### config.mk
export PLATFORM = sky130hd
export DESIGN_NAME = aot_arith_timing
export DESIGN_NICKNAME = d
export VERILOG_FILES = /design/src/verilog/aot_pkg.sv /design/src/verilog/aot_arith_timing.sv /design/src/verilog/aot_decode.sv /design/src/verilog/aot_timer.sv
export SDC_FILE = /design/constraint.sdc
export NUM_CORES = 1
export LEC_CHECK = 0
export ABC_AREA = 1
export BUFFER_PORTS_ARGS = -buffer_cell sky130_fd_sc_hd__buf_2
export CORE_MARGIN = 2
export CORE_UTILIZATION = 55
export CTS_CLUSTER_SIZE = 40
export DETAILED_ROUTE_END_ITERATION = 12
export GPL_ROUTABILITY_DRIVEN = 0
export PLACE_DENSITY = 0.82
export SYNTH_ARGS = -nofsm -noshare
export SYNTH_HDL_FRONTEND = slang
export SYNTH_SLANG_ARGS = --single-unit
### constraint.sdc
create_clock -name clock -period 2.8 [get_ports clock]
set_input_delay 0.28 -clock clock [delete_from_list [all_inputs] [get_ports clock]]
set_output_delay 0.28 -clock clock [all_outputs]
set_load 0.01 [all_outputs]
### src/verilog/aot_pkg.sv
package aot_pkg;

   // ----------------------------------------
   // Instruction kinds
   // ----------------------------------------
   typedef enum logic [4:0] {
      OpNone,
      OpBorrowSubAcc,
      OpMinusOneRm,
      OpMinusOneReg,
      OpCompareRegReg,
      OpCompareMemReg,
      OpCompareRegMem,
      OpCompareImmRm,
      OpCompareImmAcc,
      OpSignFlip,
      OpAsciiFixAdd,
      OpAsciiFixSub,
      OpBcdFixAdd,
      OpBcdFixSub,
      OpUnsignedProd,
      OpSignedProdAcc,
      OpSignedProdRm,
      OpSignedProdImm,
      OpUnknown
   } aot_op_type;

   // ----------------------------------------
   // Opcode patterns and masks
   // ----------------------------------------
   localparam logic [7:0] OPC_BORROW_ACC = 8'h1c;
   localparam logic [7:0] MSK_SIZE = 8'hfe;
   localparam logic [7:0] OPC_MINUS_RM = 8'hfe;
   localparam logic [7:0] OPC_MINUS_REG = 8'h48;
   localparam logic [7:0] MSK_REG_SHORT = 8'hf8;
   localparam logic [7:0] OPC_CMP_RR = 8'h38;
   localparam logic [7:0] MSK_DIR_SIZE = 8'hfc;
   localparam logic [7:0] OPC_CMP_IMM = 8'h80;
   localparam logic [7:0] OPC_CMP_ACC = 8'h3c;
   localparam logic [7:0] OPC_GROUP3 = 8'hf6;
   localparam logic [7:0] OPC_ASCII_ADD = 8'h37;
   localparam logic [7:0] OPC_ASCII_SUB = 8'h3f;
   localparam logic [7:0] OPC_BCD_ADD = 8'h27;
   localparam logic [7:0] OPC_BCD_SUB = 8'h2f;
   localparam logic [7:0] OPC_ESCAPE = 8'h0f;
   localparam logic [7:0] OPC_PROD_RM = 8'haf;
   localparam logic [7:0] OPC_PROD_IMM = 8'h69;
   localparam logic [7:0] MSK_SIGN_EXT = 8'hfd;

   // ----------------------------------------
   // Operand field codes and bit positions
   // ----------------------------------------
   localparam logic [2:0] FLD_MINUS = 3'h1;
   localparam logic [2:0] FLD_SIGN_FLIP = 3'h3;
   localparam logic [2:0] FLD_UPROD = 3'h4;
   localparam logic [2:0] FLD_SPROD = 3'h5;
   localparam logic [2:0] FLD_COMPARE = 3'h7;
   localparam logic [1:0] MOD_REGISTER = 2'h3;
   localparam int BIT_SIZE = 0;
   localparam int BIT_DIR = 1;
   localparam int BIT_SIGN_EXT = 1;

   // ----------------------------------------
   // Clock counts
   // ----------------------------------------
   localparam int CYC_W = 6;
   localparam logic [5:0] CYC_SIMPLE = 6'h02;
   localparam logic [5:0] CYC_RMW_MEM = 6'h06;
   localparam logic [5:0] CYC_CMP_MEM_REG = 6'h05;
   localparam logic [5:0] CYC_CMP_REG_MEM = 6'h06;
   localparam logic [5:0] CYC_CMP_IMM_MEM = 6'h05;
   localparam logic [5:0] CYC_ADJUST = 6'h04;
   localparam logic [5:0] CYC_UNKNOWN = 6'h01;
   localparam logic [5:0] CYC_PROD_REG_LO = 6'h0c;
   localparam logic [5:0] CYC_PROD_MEM_LO = 6'h0f;
   localparam logic [5:0] CYC_IMM_REG_LO = 6'h0d;
   localparam logic [5:0] CYC_IMM_MEM_LO = 6'h0e;
   localparam logic [5:0] SPAN_BYTE = 6'h05;
   localparam logic [5:0] SPAN_WORD = 6'h0d;
   localparam logic [5:0] SPAN_DWORD = 6'h1d;

endpackage

### src/verilog/aot_arith_timing.sv
// What this block does
// - Borrow-subtract immediate from accumulator: two clocks
// - Register compare with register: two clocks
// - Memory-with-register compare: five clocks
// - Register-with-memory compare, direction set: six clocks
// - Immediate compare, field 111: two/five
// - Short immediate compare with accumulator: two clocks
// - Sign flip, field 011: two/six
// - ASCII fix after add: four clocks
// - ASCII fix after subtract: four clocks
// - Decimal fix after add: four clocks
// - Decimal fix after subtract: four clocks
// - Unsigned accumulator product, field 100: ranged
// - Signed accumulator product, field 101: same
// - Escape signed product: 12-41/15-44 doubleword
// - Immediate signed product: 13-26/14-27, 13-42/14-43
`timescale 1ns/1ps

module aot_arith_timing
   import aot_pkg::*;
(
   // Clock and reset
   input wire logic clock,
   input wire logic rst_b,
   // Instruction offer from the queue
   input wire logic instValid,
   input wire logic [7:0] firstByte,
   input wire logic [7:0] secondByte,
   input wire logic [7:0] thirdByte,
   input wire logic opSize32,
   input wire logic [31:0] multiplierVal,
   output logic instReady,
   // Execution status
   output logic execBusy,
   output logic execDone,
   // Decoded results, held until the next accept
   output aot_op_type opKind,
   output logic memOperand,
   output logic byteOperand,
   output logic [CYC_W-1:0] execCycles,
   output logic [3:0] instLength,
   output logic unknownOp
);

   // ----------------------------------------
   // Helper functions
   // ----------------------------------------

   // Bit length of a value, 0 for zero
   function automatic logic [CYC_W-1:0] bitLength(
      input logic [31:0] val
   );
      logic [CYC_W-1:0] len;
      len = '0;
      for (int i = 0; i < 32; i++) begin
         if (val[i]) begin
            len = CYC_W'(i + 1);
         end
      end
      return len;
   endfunction

   // Lower of two counts
   function automatic logic [CYC_W-1:0] lesser(
      input logic [CYC_W-1:0] a,
      input logic [CYC_W-1:0] b
   );
      return (a < b) ? a : b;
   endfunction

   // Pick the register or memory half of a slash pair
   function automatic logic [CYC_W-1:0] slashPick(
      input logic isMem,
      input logic [CYC_W-1:0] regCount,
      input logic [CYC_W-1:0] memCount
   );
      return isMem ? memCount : regCount;
   endfunction

   // ----------------------------------------
   // Decoder
   // ----------------------------------------
   aot_op_type decKind; // Kind of the offered instruction
   logic decEscaped;    // Two-byte escape form seen

   aot_decode u_decode (
      .firstByte(firstByte),
      .secondByte(secondByte),
      .opKind(decKind),
      .escaped(decEscaped)
   );

   // ----------------------------------------
   // Operand attributes
   // ----------------------------------------
   // Mode/register byte follows the opcode, one byte later if escaped
   wire [7:0] modrmByte = decEscaped ? thirdByte : secondByte;
   // Register operand only when the mode field is all ones
   wire modrmIsMem = modrmByte[7:6] != MOD_REGISTER;
   // Short and single-byte forms never touch memory
   wire hasModrm = (decKind == OpMinusOneRm) ||
                   (decKind == OpCompareRegReg) ||
                   (decKind == OpCompareMemReg) ||
                   (decKind == OpCompareRegMem) ||
                   (decKind == OpCompareImmRm) ||
                   (decKind == OpSignFlip) ||
                   (decKind == OpUnsignedProd) ||
                   (decKind == OpSignedProdAcc) ||
                   (decKind == OpSignedProdRm) ||
                   (decKind == OpSignedProdImm);
   wire isMem = hasModrm && modrmIsMem;
   // Size flag clear means byte operands
   wire sizeBit = firstByte[BIT_SIZE];
   wire isByteOp = !decEscaped && (decKind != OpSignedProdImm) &&
                   hasModrm && !sizeBit;

   // ----------------------------------------
   // Multiplier early-out
   // ----------------------------------------
   // Signed forms finish early on the magnitude, not the raw bits
   wire signedProd = (decKind == OpSignedProdAcc) ||
                     (decKind == OpSignedProdRm) ||
                     (decKind == OpSignedProdImm);
   wire [31:0] magnitude = (signedProd && multiplierVal[31]) ?
                           (~multiplierVal + 32'h00000001) :
                           multiplierVal;
   wire [CYC_W-1:0] sigBits = bitLength(magnitude);

   // Accumulator products: byte span when size flag clear, else word
   wire [CYC_W-1:0] accSpan = sizeBit ? SPAN_WORD : SPAN_BYTE;
   // Escape form: doubleword when the operand size is 32 bits
   wire [CYC_W-1:0] escSpan = opSize32 ? SPAN_DWORD : SPAN_WORD;
   // Immediate form is never a byte operation
   wire [CYC_W-1:0] immSpan = opSize32 ? SPAN_DWORD : SPAN_WORD;

   // Base of each ranged count, register or memory half
   wire [CYC_W-1:0] prodBase =
      slashPick(isMem, CYC_PROD_REG_LO, CYC_PROD_MEM_LO);
   wire [CYC_W-1:0] immBase =
      slashPick(isMem, CYC_IMM_REG_LO, CYC_IMM_MEM_LO);

   // Ranged counts: base plus early-out, never above the top
   wire [CYC_W-1:0] accProdCycles =
      prodBase + lesser(sigBits, accSpan);
   wire [CYC_W-1:0] escProdCycles =
      prodBase + lesser(sigBits, escSpan);
   wire [CYC_W-1:0] immProdCycles =
      immBase + lesser(sigBits, immSpan);

   // ----------------------------------------
   // Cycle count selection
   // ----------------------------------------
   logic [CYC_W-1:0] cyclesSel; // Count for the offered instruction

   // Same figures in real, virtual and protected operation
   always_comb begin
      case (decKind)
         OpBorrowSubAcc: begin
            cyclesSel = CYC_SIMPLE;
         end
         OpMinusOneRm: begin
            cyclesSel = slashPick(isMem, CYC_SIMPLE,
                                  CYC_RMW_MEM);
         end
         OpMinusOneReg: begin
            cyclesSel = CYC_SIMPLE;
         end
         OpCompareRegReg: begin
            cyclesSel = CYC_SIMPLE;
         end
         OpCompareMemReg: begin
            cyclesSel = CYC_CMP_MEM_REG;
         end
         OpCompareRegMem: begin
            cyclesSel = CYC_CMP_REG_MEM;
         end
         OpCompareImmRm: begin
            cyclesSel = slashPick(isMem, CYC_SIMPLE,
                                  CYC_CMP_IMM_MEM);
         end
         OpCompareImmAcc: begin
            cyclesSel = CYC_SIMPLE;
         end
         OpSignFlip: begin
            cyclesSel = slashPick(isMem, CYC_SIMPLE,
                                  CYC_RMW_MEM);
         end
         OpAsciiFixAdd: begin
            cyclesSel = CYC_ADJUST;
         end
         OpAsciiFixSub: begin
            cyclesSel = CYC_ADJUST;
         end
         OpBcdFixAdd: begin
            cyclesSel = CYC_ADJUST;
         end
         OpBcdFixSub: begin
            cyclesSel = CYC_ADJUST;
         end
         OpUnsignedProd: begin
            cyclesSel = accProdCycles;
         end
         OpSignedProdAcc: begin
            cyclesSel = accProdCycles;
         end
         OpSignedProdRm: begin
            cyclesSel = escProdCycles;
         end
         OpSignedProdImm: begin
            cyclesSel = immProdCycles;
         end
         default: begin
            // Not ours: retire in one cycle so the queue moves on
            cyclesSel = CYC_UNKNOWN;
         end
      endcase
   end

   // ----------------------------------------
   // Instruction length
   // ----------------------------------------
   // Opcode plus mode byte plus immediate; displacement not counted,
   // since address forms belong to the address unit
   wire immWide = sizeBit && !firstByte[BIT_SIGN_EXT];
   wire [3:0] immBytes =
      (decKind == OpBorrowSubAcc || decKind == OpCompareImmAcc ||
       decKind == OpCompareImmRm || decKind == OpSignedProdImm) ?
      (immWide ? (opSize32 ? 4'h4 : 4'h2) : 4'h1) : 4'h0;
   wire [3:0] opcBytes = decEscaped ? 4'h2 : 4'h1;
   wire [3:0] modrmBytes = hasModrm ? 4'h1 : 4'h0;
   wire [3:0] lengthSel = opcBytes + modrmBytes + immBytes;

   // ----------------------------------------
   // Handshake
   // ----------------------------------------
   logic timerBusy; // Execution in progress
   logic timerLast; // Final execution cycle

   // One instruction at a time; the queue waits while busy
   assign instReady = !timerBusy;
   wire accept = instValid && instReady;

   aot_timer u_timer (
      .clock(clock),
      .rst_b(rst_b),
      .load(accept),
      .loadCount(cyclesSel),
      .busy(timerBusy),
      .lastCycle(timerLast)
   );

   assign execBusy = timerBusy;
   assign execDone = timerLast;

   // ----------------------------------------
   // Result registers
   // ----------------------------------------
   aot_op_type kind_q;
   logic mem_q;
   logic byte_q;
   logic [CYC_W-1:0] cycles_q;
   logic [3:0] length_q;

   // Capture the decode on accept, hold it through execution
   always_ff @(posedge clock or negedge rst_b) begin
      if (!rst_b) begin
         kind_q <= OpNone;
         mem_q <= 1'b0;
         byte_q <= 1'b0;
         cycles_q <= '0;
         length_q <= 4'h0;
      end else if (accept) begin
         kind_q <= decKind;
         mem_q <= isMem;
         byte_q <= isByteOp;
         cycles_q <= cyclesSel;
         length_q <= lengthSel;
      end
   end

   assign opKind = kind_q;
   assign memOperand = mem_q;
   assign byteOperand = byte_q;
   assign execCycles = cycles_q;
   assign instLength = length_q;
   assign unknownOp = kind_q == OpUnknown;

endmodule

### src/verilog/aot_decode.sv
`timescale 1ns/1ps

module aot_decode
   import aot_pkg::*;
(
   // Instruction bytes
   input wire logic [7:0] firstByte,
   input wire logic [7:0] secondByte,
   // Decoded result
   output aot_op_type opKind,
   output logic escaped
);

   // ----------------------------------------
   // Field extraction
   // ----------------------------------------
   // Operand field of the byte after a one-byte opcode
   wire [2:0] fieldCode = secondByte[5:3];

   // Pattern matches, one wire each
   wire isBorrowAcc = (firstByte & MSK_SIZE) == OPC_BORROW_ACC;
   wire isMinusRm = (firstByte & MSK_SIZE) == OPC_MINUS_RM;
   wire isMinusReg = (firstByte & MSK_REG_SHORT) == OPC_MINUS_REG;
   wire isCmpRR = (firstByte & MSK_DIR_SIZE) == OPC_CMP_RR;
   wire isCmpImm = (firstByte & MSK_DIR_SIZE) == OPC_CMP_IMM;
   wire isCmpAcc = (firstByte & MSK_SIZE) == OPC_CMP_ACC;
   wire isGroup3 = (firstByte & MSK_SIZE) == OPC_GROUP3;
   wire isProdImm = (firstByte & MSK_SIGN_EXT) == OPC_PROD_IMM;
   wire isProdRm = (firstByte == OPC_ESCAPE) &&
                   (secondByte == OPC_PROD_RM);
   wire isMemForm = secondByte[7:6] != MOD_REGISTER;

   // ----------------------------------------
   // Priority selection
   // ----------------------------------------
   // Patterns do not overlap; the chain only picks one name
   assign opKind =
      isBorrowAcc ? OpBorrowSubAcc :
      (isMinusRm && fieldCode == FLD_MINUS) ? OpMinusOneRm :
      isMinusReg ? OpMinusOneReg :
      (isCmpRR && !isMemForm) ? OpCompareRegReg :
      (isCmpRR && !firstByte[BIT_DIR]) ? OpCompareMemReg :
      isCmpRR ? OpCompareRegMem :
      (isCmpImm && fieldCode == FLD_COMPARE) ? OpCompareImmRm :
      isCmpAcc ? OpCompareImmAcc :
      (isGroup3 && fieldCode == FLD_SIGN_FLIP) ? OpSignFlip :
      (isGroup3 && fieldCode == FLD_UPROD) ? OpUnsignedProd :
      (isGroup3 && fieldCode == FLD_SPROD) ? OpSignedProdAcc :
      (firstByte == OPC_ASCII_ADD) ? OpAsciiFixAdd :
      (firstByte == OPC_ASCII_SUB) ? OpAsciiFixSub :
      (firstByte == OPC_BCD_ADD) ? OpBcdFixAdd :
      (firstByte == OPC_BCD_SUB) ? OpBcdFixSub :
      isProdRm ? OpSignedProdRm :
      isProdImm ? OpSignedProdImm :
      OpUnknown;

   // Escape form moves the mode/register byte one place along
   assign escaped = isProdRm;

endmodule

### src/verilog/aot_timer.sv
`timescale 1ns/1ps

module aot_timer
   import aot_pkg::*;
(
   // Clock and reset
   input wire logic clock,
   input wire logic rst_b,
   // Load side
   input wire logic load,
   input wire logic [CYC_W-1:0] loadCount,
   // Status
   output logic busy,
   output logic lastCycle
);

   // ----------------------------------------
   // Down counter
   // ----------------------------------------
   logic [CYC_W-1:0] remain_q; // Cycles still to run
   logic [CYC_W-1:0] remain_d; // Next count

   // Load wins; otherwise count down to zero and rest there
   assign remain_d = load ? loadCount :
                     (remain_q != '0) ? remain_q - 6'h01 : remain_q;

   // Counter register
   always_ff @(posedge clock or negedge rst_b) begin
      if (!rst_b) begin
         remain_q <= '0;
      end else begin
         remain_q <= remain_d;
      end
   end

   // Busy for exactly the loaded number of cycles
   assign busy = remain_q != '0;
   assign lastCycle = remain_q == 6'h01;

endmodule
==> summary.txt, run 1 <==
Status: stopped before the end
Exit stage: clock tree synthesis (4_1_cts)
Stop Error: [ERROR DPL-0038] Utilization greater than 100%, impossible to legalize
Post-CTS setup buffers: 93
Clock Sinks: 23
Post-synthesis average cell area: 5.93 um2
Syn nets: 617
Placement-stage cell area: 4820 um2
Htree depth: 1
Cell count after synthesis: 543
Seq/Total Area, Yosys: 0.179
Num CTS Buffers: 3
Netlist cell types: 39
Maximum clock insertion buffer count: 2
Initial Util: 0.578
Ports: 81
Hold buffers post-CTS: 1
CTS resizes: 134
Pre-CTS setup slack: -2.35 ns
Die Y: 80.5 um
#FFs+latches synth: 23
Rows: 27
Die width: 80.5 um
Root Buffer: clkbuf_8
Syn. warnings: 0
DP HPWL: 8.93 mm
Post-Syn Area: 3220 um2
Port bufs: 74
-- kinds of logic after synthesis --
family | after synthesis | synth area share
simple gates | 334 | 0.460
buf+inv | 89 | 0.107
compound gates | 49 | 0.0960
xor+xnor | 34 | 0.0948
flops | 23 | 0.179
fa+ha+maj | 14 | 0.0637
-- synth_stat cells (all sizes together) --
master | count | share of area
o2111ai | 4 | 0.011
or2 | 1 | 0.0019
o31ai | 2 | 0.0047
a211oi | 2 | 0.0047
nor2 | 80 | 0.097
nand4 | 8 | 0.016
o31a | 1 | 0.0027
xnor2 | 6 | 0.016
a21oi | 11 | 0.021
and3 | 1 | 0.0019
fa | 4 | 0.025
a22oi | 1 | 0.0023
nand3b | 2 | 0.0047
nand2 | 169 | 0.21
o211ai | 3 | 0.0070
inv | 84 | 0.098
buf | 1 | 0.0047
dfrtp | 23 | 0.18
o22ai | 1 | 0.0019
nor3 | 20 | 0.034
nand3 | 46 | 0.075
o21ai | 18 | 0.028
a31oi | 4 | 0.0078
clkbuf | 4 | 0.0047
ha | 10 | 0.039
o311ai | 1 | 0.0027
nor4 | 7 | 0.016
o2bb2ai | 1 | 0.0027
xor2 | 28 | 0.078
-- metrics by stage --
stage | std cells | utilization | hold WS (ns)
2_1_floorplan | 543 | - | -0.0156
3_3_place_gp | 828 | 0.865 | 0.269
3_5_place_dp | 828 | 0.865 | 0.280
==> run 2, diff against run 1 <==
--- a/config.mk
+++ b/config.mk
@@ -8,11 +8,10 @@
 export ABC_AREA = 1
 export BUFFER_PORTS_ARGS = -buffer_cell sky130_fd_sc_hd__buf_2
 export CORE_MARGIN = 2
-export CORE_UTILIZATION = 55
-export CTS_CLUSTER_SIZE = 40
+export CORE_UTILIZATION = 40
 export DETAILED_ROUTE_END_ITERATION = 12
 export GPL_ROUTABILITY_DRIVEN = 0
-export PLACE_DENSITY = 0.82
+export PLACE_DENSITY_LB_ADDON = 0.15
 export SYNTH_ARGS = -nofsm -noshare
 export SYNTH_HDL_FRONTEND = slang
 export SYNTH_SLANG_ARGS = --single-unit
==> run 2 against run 1 <==
The flow now finishes, with violations (setup timing). Synthesized area unchanged. Synthesized cell count unchanged.
==> summary.txt, run 2 <==
Final setup margin: -3.01 ns
Post-Synth XOR/XNOR Area: 0.0948 (unchanged)
Pre-CTS setup slack: -2.18 ns (was -2.35 ns)
Post-route DRC: 0
Die Y: 93.7 um (was 80.5 um)
Worst setup EP type: flip-flop
Mux share of post-synthesis cell area: 0 (unchanged)
Grt total ovfl: 0
Seq/Total Area, Yosys: 0.179 (unchanged)
Slew Limit Headroom: 0.627
Die width: 93.7 um (was 80.5 um)
Num CTS Buffers: 3 (unchanged)
Syn nets: 617 (unchanged)
Cell Pwr Density: 292 nW/um2
Design Area, Final: 7000 um2
Most frequent cell after synthesis: nand2_1 (unchanged)
Startpoint Class: input pin
Final min period: 5.81 ns
Compound-cell area share of the yosys netlist: 0.0960 (unchanged)
Syn. warnings: 0 (unchanged)
Routed WL per cell: 22.0 um
Asr flop ratio synth: 1.00 (unchanged)
Failing checks: setup timing
WP data required: 2.99 ns
DR vias: 6072
Vias in the first global route: 6040
Antenna-violating nets left: 0
Maximum clock insertion buffer count: 2 (unchanged)
Yosys top cell by area: nand2_1 (unchanged)
Setup violations, final: 17
Htree depth: 1 (unchanged)
Synth Flop Type: dfrtp_1 (unchanged)
Most frequent cells after synthesis: nand2_1, inv_1, nor2_1, nand3_1, xor2_1 (unchanged)
Netlist cell types: 39 (unchanged)
Unrepaired setup endpoints after global routing: true
Ranking of synthesized cells by area: nand2_1, dfrtp_1, inv_1 (unchanged)
Most frequent CP cell: nand2_1
Root Buffer: clkbuf_8 (unchanged)
Commonest non-fill, non-tap cell in the layout: buf_4
Final Hold Fails: 0
TNS Setup: -32.21 ns
Post-synth top area share: 0.181 (unchanged)
Worst-Margin Slew: 0.559 ns
DIE AREA: 8790 um2
Cell count after synthesis: 543 (unchanged)
Placement-stage cell area: 4870 um2 (was 4820 um2)
Core area: 7770 um2
Slowest stage delay, CP: 0.33 ns
Clock Sinks: 23 (unchanged)
Period utilisation layout: 2.08
Clock slew at reported path FFs: 0.10 ns
Crit Path Class: input pin to flip-flop
# Max-Cap Violations: 0
DP HPWL: 7.98 mm (was 8.93 mm)
Number of detailed-routing iterations run before antenna repair: 9
Share of cells above drive strength 1: 0.597
Final nets: 976
CTS tree: done
Ports: 81 (unchanged)
HP Class: input pin to flip-flop
Status: complete, but fails checks (was stopped before the end)
Clk Latency, worst-skew pair: 0.29 ns
DRT iter0 DRCs: 706
Post-synthesis average cell area: 5.93 um2 (unchanged)
P_leak: 3.76 nW
Highest-delay cell along the critical path: a21oi_2
Port bufs: 74 (unchanged)
Fillers: 315
GRT Util Overall: 0.413
Ant diodes: 0
Fmax: 172 MHz
Most frequent cells in the layout: buf_4, nand2_1, buf_2
Peak supply drop: 0.258 mV
Final Max Tran Viols: 0
First-pass GRT wire length: 28.6 mm
Pin count of the biggest net entering global routing: 24
Data arrival time of the worst path: 6.00 ns
Post-synthesis to final-layout area growth: 117%
Synth Area in Simple Gates: 0.460 (unchanged)
Initial Util: 0.415 (was 0.578)
Peak fanout along the critical path: 8
Post-Syn Area: 3220 um2 (unchanged)
Vias per std cell: 6.05
Post-synthesis adder-cell area fraction: 0.0637 (unchanged)
WL final: 22.1 mm
Largest family of logic cells by synthesized area: simple AND/OR/NAND/NOR gates (unchanged)
Initial antenna violation count: 1
Rows: 32 (was 27)
#FFs+latches synth: 23 (unchanged)
Final Skew: 0.00557 ns
Number of synthesized flops with an enable pin: 0 (unchanged)
-- run 2: cell counts after synthesis --
Identical to the previous run, type by type.
-- run 2: path summary, 6_finish.rpt --
kind,start,end,slack (ns),cells after the start
setup / recovery,firstByte[5],u_timer.remain_q[3],-3.01,57
hold / removal,instValid,u_timer.remain_q[5],0.31,3
setup reg to reg,u_timer.remain_q[1],u_timer.remain_q[5],-0.18,16
hold reg to reg,execCycles[1],execCycles[1],0.50,2
max in group asynchronous,rst_b,u_timer.remain_q[1],1.91,2
min in group asynchronous,rst_b,opKind[2],0.52,2
-- run 2: worst max-delay path, delay by kind of cell --
family	cells	cell delay (ns)
and+or+nand+nor	48	4.25
buffers and inverters	6	0.64
AOI/OAI and AO/OA	1	0.33
xor gates and xnor gates	1	0.26
adders and majority gates	1	0.23
-- run 2: layout make-up --
| cell class | instances | area [um2] | area share |
|---|---|---|---|
| inverters | 84 | 367 | 0.0523 |
| multi-input cells | 431 | 3100 | 0.443 |
| clock inverters | 1 | 5.00 | 0.000715 |
| flip-flops and latches | 23 | 576 | 0.0822 |
| repair buffers | 359 | 2790 | 0.398 |
| clock buffers | 3 | 41.3 | 0.00590 |
| well taps | 102 | 128 | 0.0182 |
-- run 2: power by group --
group	switching, W	internal [W]
clock	0.000135	0.000100
sequential	0.0000977	0.000435
combinational	0.000711	0.000562
total	0.000944	0.00110
-- run 2: routing by layer --
layer	share of wire	GRT usage
met5	0.00059	0
met4	0.13	0.341
met3	0.13	0.0995
met2	0.44	0.746
met1	0.30	0.391
-- run 2: repair_timing --
action	CTS	global route
hold buffers	1	0
gates cloned	0	0
setup endpoints to repair	14	20
pin swaps	62	67
setup buffers	173	38
endpoints found under the hold margin	23	0
gates resized for setup	169	118
-- run 2: kinds of logic after synthesis --
group | count (synthesis)
DFF | 23
buffers and inverters | 89
xor gates and xnor gates | 34
adders and majority gates | 14
and+or+nand+nor | 334
AOI/OAI and AO/OA | 49
-- run 2: metrics by stage --
stage	hold WS, ns	util	cells	total power, W
5_1_grt	0.345	0.902	1003	0.00212
6_report	0.308	0.902	1003	0.00204
3_5_place_dp	0.279	0.627	860	0.00136
4_1_cts	0.307	0.860	1022	0.00173
3_3_place_gp	0.266	0.627	860	0.00132
2_1_floorplan	-0.0156	-	543	0.000985
(Power assumes the default switching activity.)
==> run 3, diff against run 2 <==
--- a/config.mk
+++ b/config.mk
@@ -5,7 +5,6 @@
 export SDC_FILE = /design/constraint.sdc
 export NUM_CORES = 1
 export LEC_CHECK = 0
-export ABC_AREA = 1
 export BUFFER_PORTS_ARGS = -buffer_cell sky130_fd_sc_hd__buf_2
 export CORE_MARGIN = 2
 export CORE_UTILIZATION = 40
==> run 3 against run 2 <==
The run still ends with setup timing left. Clock skew about the same. Sequential share of layout area down 0.86 points. Routed wire length down 9.7%. Via count up 9.6%. Final cell count up 8.9%. Design area up 12%. Power down 15%. Count of clock-buffer cells in the layout unchanged. Fmax up 15%. Combinational power down 20%. Clock power down 10%. Critical path type unchanged. Critical endpoint is now u_timer.remain_q[1]. Largest cell class unchanged. Largest power group unchanged.
==> summary.txt, run 3 <==
Status: complete, but fails checks (unchanged)
Failing checks: setup timing (unchanged)
Setup violations, final: 14 (was 17)
Final core utilization: 0.725 (was 0.902)
Syn nets: 700 (was 617)
Post-Syn Area: 4410 um2 (was 3220 um2)
Most frequent cells in the layout: buf_4, buf_2, nand2_1 (was buf_4, nand2_1, buf_2)
CTS tree: done (unchanged)
Unrepaired setup endpoints after global routing: true (unchanged)
#FFs+latches synth: 23 (unchanged)
Period utilisation layout: 1.80 (was 2.08)
Met2 WL: 9.98 mm (was 9.63 mm)
Clock Sinks: 23 (unchanged)
DRT iter0 DRCs: 417 (was 706)
Fmax: 198 MHz (was 172 MHz)
WP depth: 26 (was 57)
Post-synthesis to final-layout area growth: 77.6% (was 117%)
DIE AREA: 11900 um2 (was 8790 um2)
Core area: 10800 um2 (was 7770 um2)
Fillers: 800 (was 315)
P_leak: 3.53 nW (was 3.76 nW)
Clock slew at reported path FFs: 0.09 ns (was 0.10 ns)
Startpoint Class: input pin (unchanged)
HP Class: input pin to flip-flop (unchanged)
R2r setup slk: 0.24 ns (was -0.18 ns)
Worst setup EP type: flip-flop (unchanged)
Multi-input gate area: 4190 um2 (was 3100 um2)
Cell Pwr Density: 222 nW/um2 (was 292 nW/um2)
Vias per std cell: 6.09 (was 6.05)
Share of cells above drive strength 1: 0.512 (was 0.597)
Number of synthesized flops with an enable pin: 0 (unchanged)
R2r startpoint: u_timer.remain_q[0] (was u_timer.remain_q[1])
WL final: 19.9 mm (was 22.1 mm)
Num CTS Buffers: 3 (unchanged)
Grt total ovfl: 0 (unchanged)
Peak fanout along the critical path: 5 (was 8)
Pin count of the biggest net entering global routing: 28 (was 24)
Placement-stage cell area: 6780 um2 (was 4870 um2)
Ant diodes: 0 (unchanged)
Worst reg2reg path depth: 10 (was 16)
Final setup margin: -2.24 ns (was -3.01 ns)
FF/Latch Area: 576 um2 (unchanged)
Final Hold Fails: 0 (unchanged)
Syn. warnings: 0 (unchanged)
Rows: 38 (was 32)
Ports: 81 (unchanged)
DR vias: 6653 (was 6072)
Yosys top cell by area: dfrtp_1 (was nand2_1)
Pre-CTS setup slack: -2.58 ns (was -2.18 ns)
Die Y: 109 um (was 93.7 um)
Met1 wire length: 7.63 mm (was 6.65 mm)
Port bufs: 74 (unchanged)
Setup crit start: multiplierVal[0] (was firstByte[5])
Synth Flop Type: dfrtp_1 (unchanged)
Number of detailed-routing iterations run before antenna repair: 6 (was 9)
WP data required: 2.96 ns (was 2.99 ns)
Vias in the first global route: 6296 (was 6040)
# Max-Cap Violations: 0 (unchanged)
Worst-Margin Slew: 0.578 ns (was 0.559 ns)
Final Max Tran Viols: 0 (unchanged)
Data arrival time of the worst path: 5.20 ns (was 6.00 ns)
Initial Util: 0.408 (was 0.415)
Die width: 109 um (was 93.7 um)
Routed WL per cell: 18.3 um (was 22.0 um)
Final Skew: 0.00519 ns (was 0.00557 ns)
Most frequent cells after synthesis: nand2_1, nor2_1, a21oi_1, o21ai_0 (was nand2_1, inv_1, nor2_1, nand3_1, xor2_1)
Antenna-violating nets left: 0 (unchanged)
Slowest stage delay, CP: 0.54 ns (was 0.33 ns)
Design Area, Final: 7830 um2 (was 7000 um2)
Clk Latency, worst-skew pair: 0.27 ns (was 0.29 ns)
Highest-delay cell along the critical path: or4b_4 (was a21oi_2)
CP Buf/Inv Count: 5 (was 6)
Met3 wire len: 1.20 mm (was 2.93 mm)
R2R Path End: u_timer.remain_q[3] (was u_timer.remain_q[5])
Final Total Pwr: 0.00174 W (was 0.00204 W)
Initial antenna violation count: 0 (was 1)
Root Buffer: clkbuf_8 (unchanged)
Ranking of synthesized cells by area: dfrtp_1, nand2_1, nor2_1 (was nand2_1, dfrtp_1, inv_1)
Seq/Total Area, Yosys: 0.131 (was 0.179)
Worst path top cell family by delay: simple AND/OR/NAND/NOR gates (unchanged)
Htree depth: 1 (unchanged)
Post-synthesis average cell area: 7.04 um2 (was 5.93 um2)
Worst Setup EP: u_timer.remain_q[1] (was u_timer.remain_q[3])
Final min period: 5.04 ns (was 5.81 ns)
Netlist cell types: 94 (was 39)
Post-synth top area share: 0.131 (was 0.181)
Slew Limit Headroom: 0.614 (was 0.627)
Maximum clock insertion buffer count: 2 (unchanged)
First-pass GRT wire length: 29.5 mm (was 28.6 mm)
Crit Path Class: input pin to flip-flop (unchanged)
Highest metal used: met4 (was met5)
Most frequent cell after synthesis: nand2_1 (unchanged)
GRT Util Overall: 0.306 (was 0.413)
Post-route DRC: 0 (unchanged)
DP HPWL: 13.6 mm (was 7.98 mm)
TNS Setup: -24.26 ns (was -32.21 ns)
Peak supply drop: 0.304 mV (was 0.258 mV)
Commonest non-fill, non-tap cell in the layout: buf_4 (unchanged)
Final nets: 1027 (was 976)
Cell count after synthesis: 626 (was 543)
Asr flop ratio synth: 1.00 (unchanged)
-- run 3: cell count changes after synthesis, sizes merged, moves of 19 or more --
cell,previous run,this run
nand3,46,25
nand2,169,67
inv,84,26
a21oi,11,41
o21ai,18,41
clkbuf,4,26
nor2,80,61
-- run 3: logic make-up (layout without fill, tap and decap cells) --
kind of cell,count (synthesis),count (layout),share of synthesized area
buf+inv,68,394,0.0662
mux,8,8,0.0190
fa+ha+maj,14,14,0.0466
compound gates,205,205,0.335
simple gates,289,289,0.364
xor+xnor,19,19,0.0378
flops,23,23,0.131
-- run 3: tightest hold or removal path, stage by stage --
cell,delay (ns)
buf_2,0.12
inv_1,0.06
a311o_1,0.15
-- run 3: worst min-delay path by stage --
stage | start | end | slack, ns | depth (start not counted)
global placement | rst_b | byteOperand | 0.27 | 1
finish | instValid | u_timer.remain_q[1] | 0.37 | 3
detailed placement | rst_b | instLength[0] | 0.28 | 1
floorplan | rst_b | byteOperand | -0.02 | 0
global route | instValid | u_timer.remain_q[0] | 0.38 | 3
CTS | instValid | u_timer.remain_q[1] | 0.37 | 3
-- run 3: timing repair --
| item | 4_1_cts | 5_1_grt |
|---|---|---|
| gates resized for setup | 70 | 61 |
| endpoints found under the hold margin | 23 | 0 |
| pin swaps | 30 | 20 |
| gates cloned | 1 | 0 |
| hold buffers | 1 | 0 |
| setup endpoints to repair | 14 | 14 |
| setup buffers | 38 | 14 |
-- run 3: metrics by stage --
step / instances / hold WS, ns
final: 1092 / 0.372
after global routing: 1092 / 0.381
after CTS: 1079 / 0.370
after detailed placement: 1038 / 0.278
after global placement: 1038 / 0.270
after floorplan: 626 / -0.0156
-- run 3: area by class of cell --
cell class / instances / area share
Timing Repair Buffer: 364 / 0.350
Clock inverter: 1 / 0.000639
Inverter: 26 / 0.0131
Tap cell: 140 / 0.0224
Clock buffer: 3 / 0.00528
Sequential cell: 23 / 0.0735
Multi-Input combinational cell: 535 / 0.535
-- run 3: where the power goes --
| group | internal [W] | switching, W | leakage (nW) |
|---|---|---|---|
| combinational | 0.000499 | 0.000514 | 3.21 |
| clock | 0.0000996 | 0.000112 | 0.0255 |
| sequential | 0.000432 | 0.0000795 | 0.302 |
| total | 0.00103 | 0.000706 | 3.53 |
-- run 3: per-layer routing --
| metal | vias up | track usage |
|---|---|---|
| met3 | 108 | 0.0179 |
| met5 | - | 0 |
| met4 | 0 | 0.128 |
| li1 | 3057 | - |
| met2 | 333 | 0.570 |
| met1 | 3155 | 0.360 |
==> run 4, diff against run 3 <==
--- a/config.mk
+++ b/config.mk
@@ -7,10 +7,11 @@
 export LEC_CHECK = 0
 export BUFFER_PORTS_ARGS = -buffer_cell sky130_fd_sc_hd__buf_2
 export CORE_MARGIN = 2
-export CORE_UTILIZATION = 40
+export CORE_UTILIZATION = 57
 export DETAILED_ROUTE_END_ITERATION = 12
 export GPL_ROUTABILITY_DRIVEN = 0
 export PLACE_DENSITY_LB_ADDON = 0.15
 export SYNTH_ARGS = -nofsm -noshare
 export SYNTH_HDL_FRONTEND = slang
+export SYNTH_HIERARCHICAL = 1
 export SYNTH_SLANG_ARGS = --single-unit
==> run 4 against run 3 <==
The run now fails in global routing (5_1_grt). Synthesized cell count down 5.6%. Synthesized area is 1.5% lower.
==> summary.txt, run 4 <==
Status: stopped before the end (was complete, but fails checks)
Exit stage: global routing (5_1_grt)
Stop Error: [ERROR GRT-0232] Routing congestion too high. Check the congestion heatmap in the GUI.
Htree depth: 1 (unchanged)
Port bufs: 74 (unchanged)
Cell count after synthesis: 591 (was 626)
DP HPWL: 12.6 mm (was 13.6 mm)
Most frequent cells after synthesis: nand2_1, nor2_1, o21ai_0, a21oi_1, inv_1 (was nand2_1, nor2_1, a21oi_1, o21ai_0)
Ports: 81 (unchanged)
#FFs+latches synth: 23 (unchanged)
Most frequent cell after synthesis: nand2_1 (unchanged)
Worst_ep grt: u_timer/remain_q[2]$_DFFE_PN0P_/D
Pin count of the biggest net entering global routing: 24
Post-synth top area share: 0.133 (was 0.131)
Worst ep type: register input
Syn nets: 666 (was 700)
GRT Util Overall: 0.768
Post-Syn Area: 4340 um2 (was 4410 um2)
Asr flop ratio synth: 1.00 (unchanged)
Initial Util: 0.595 (was 0.408)
Seq/Total Area, Yosys: 0.133 (was 0.131)
Netlist cell types: 101 (was 94)
Pre-CTS setup slack: -3.09 ns (was -2.58 ns)
Yosys top cell by area: dfrtp_1 (unchanged)
Die Y: 91.2 um (was 109 um)
Rows: 31 (was 38)
Maximum clock insertion buffer count: 2 (unchanged)
Ranking of synthesized cells by area: dfrtp_1, nand2_1, nor2_1 (unchanged)
Clock Sinks: 23 (unchanged)
Die width: 91.2 um (was 109 um)
Number of synthesized flops with an enable pin: 0 (unchanged)
Synth Flop Type: dfrtp_1 (unchanged)
Grt total ovfl: 63
Root Buffer: clkbuf_8 (unchanged)
Post-synthesis average cell area: 7.34 um2 (was 7.04 um2)
Syn. warnings: 6 (was 0)
# placed instances: 918 (was 1038)
Num CTS Buffers: 3 (unchanged)
==> run 4: cell count changes after synthesis, moves of 5 or more <==
cell       before  now
nor4_1          8   15
o2111ai_1       7    2
nand3_1        24   14
a21oi_1        40   30
o221ai_1        6    1
a32o_1          0    5
nand2_1        65   73
and2_1         10    4
nor2_1         61   53
==> run 4: metrics by stage <==
stage                     area (um2)  utilization
after floorplan                 4450            -
after global placement          6180        0.848
after detailed placement        6180        0.848
after CTS                       6600        0.905
==> run 4: kinds of logic after synthesis <==
kind of cell	after synthesis	synth area share
adder cells (fa/ha/maj)	15	0.0502
flip-flops	23	0.133
buffers and inverters	63	0.0632
AO/OA/AOI/OAI	179	0.324
XOR/XNOR	15	0.0303
AND/OR/NAND/NOR	285	0.373
multiplexers	11	0.0265
==> run 4: repair_timing <==
action	4_1_cts
pin swaps	22
resized for setup	58
hold endpoints to repair	23
buffers inserted	16
hold buffers	1
setup endpoints to repair	16
==> run 4: routing by layer <==
metal	track usage	overflow
met5	0.0256	0
met4	0.823	33
met3	0.558	1
met2	0.979	29
met1	0.758	0
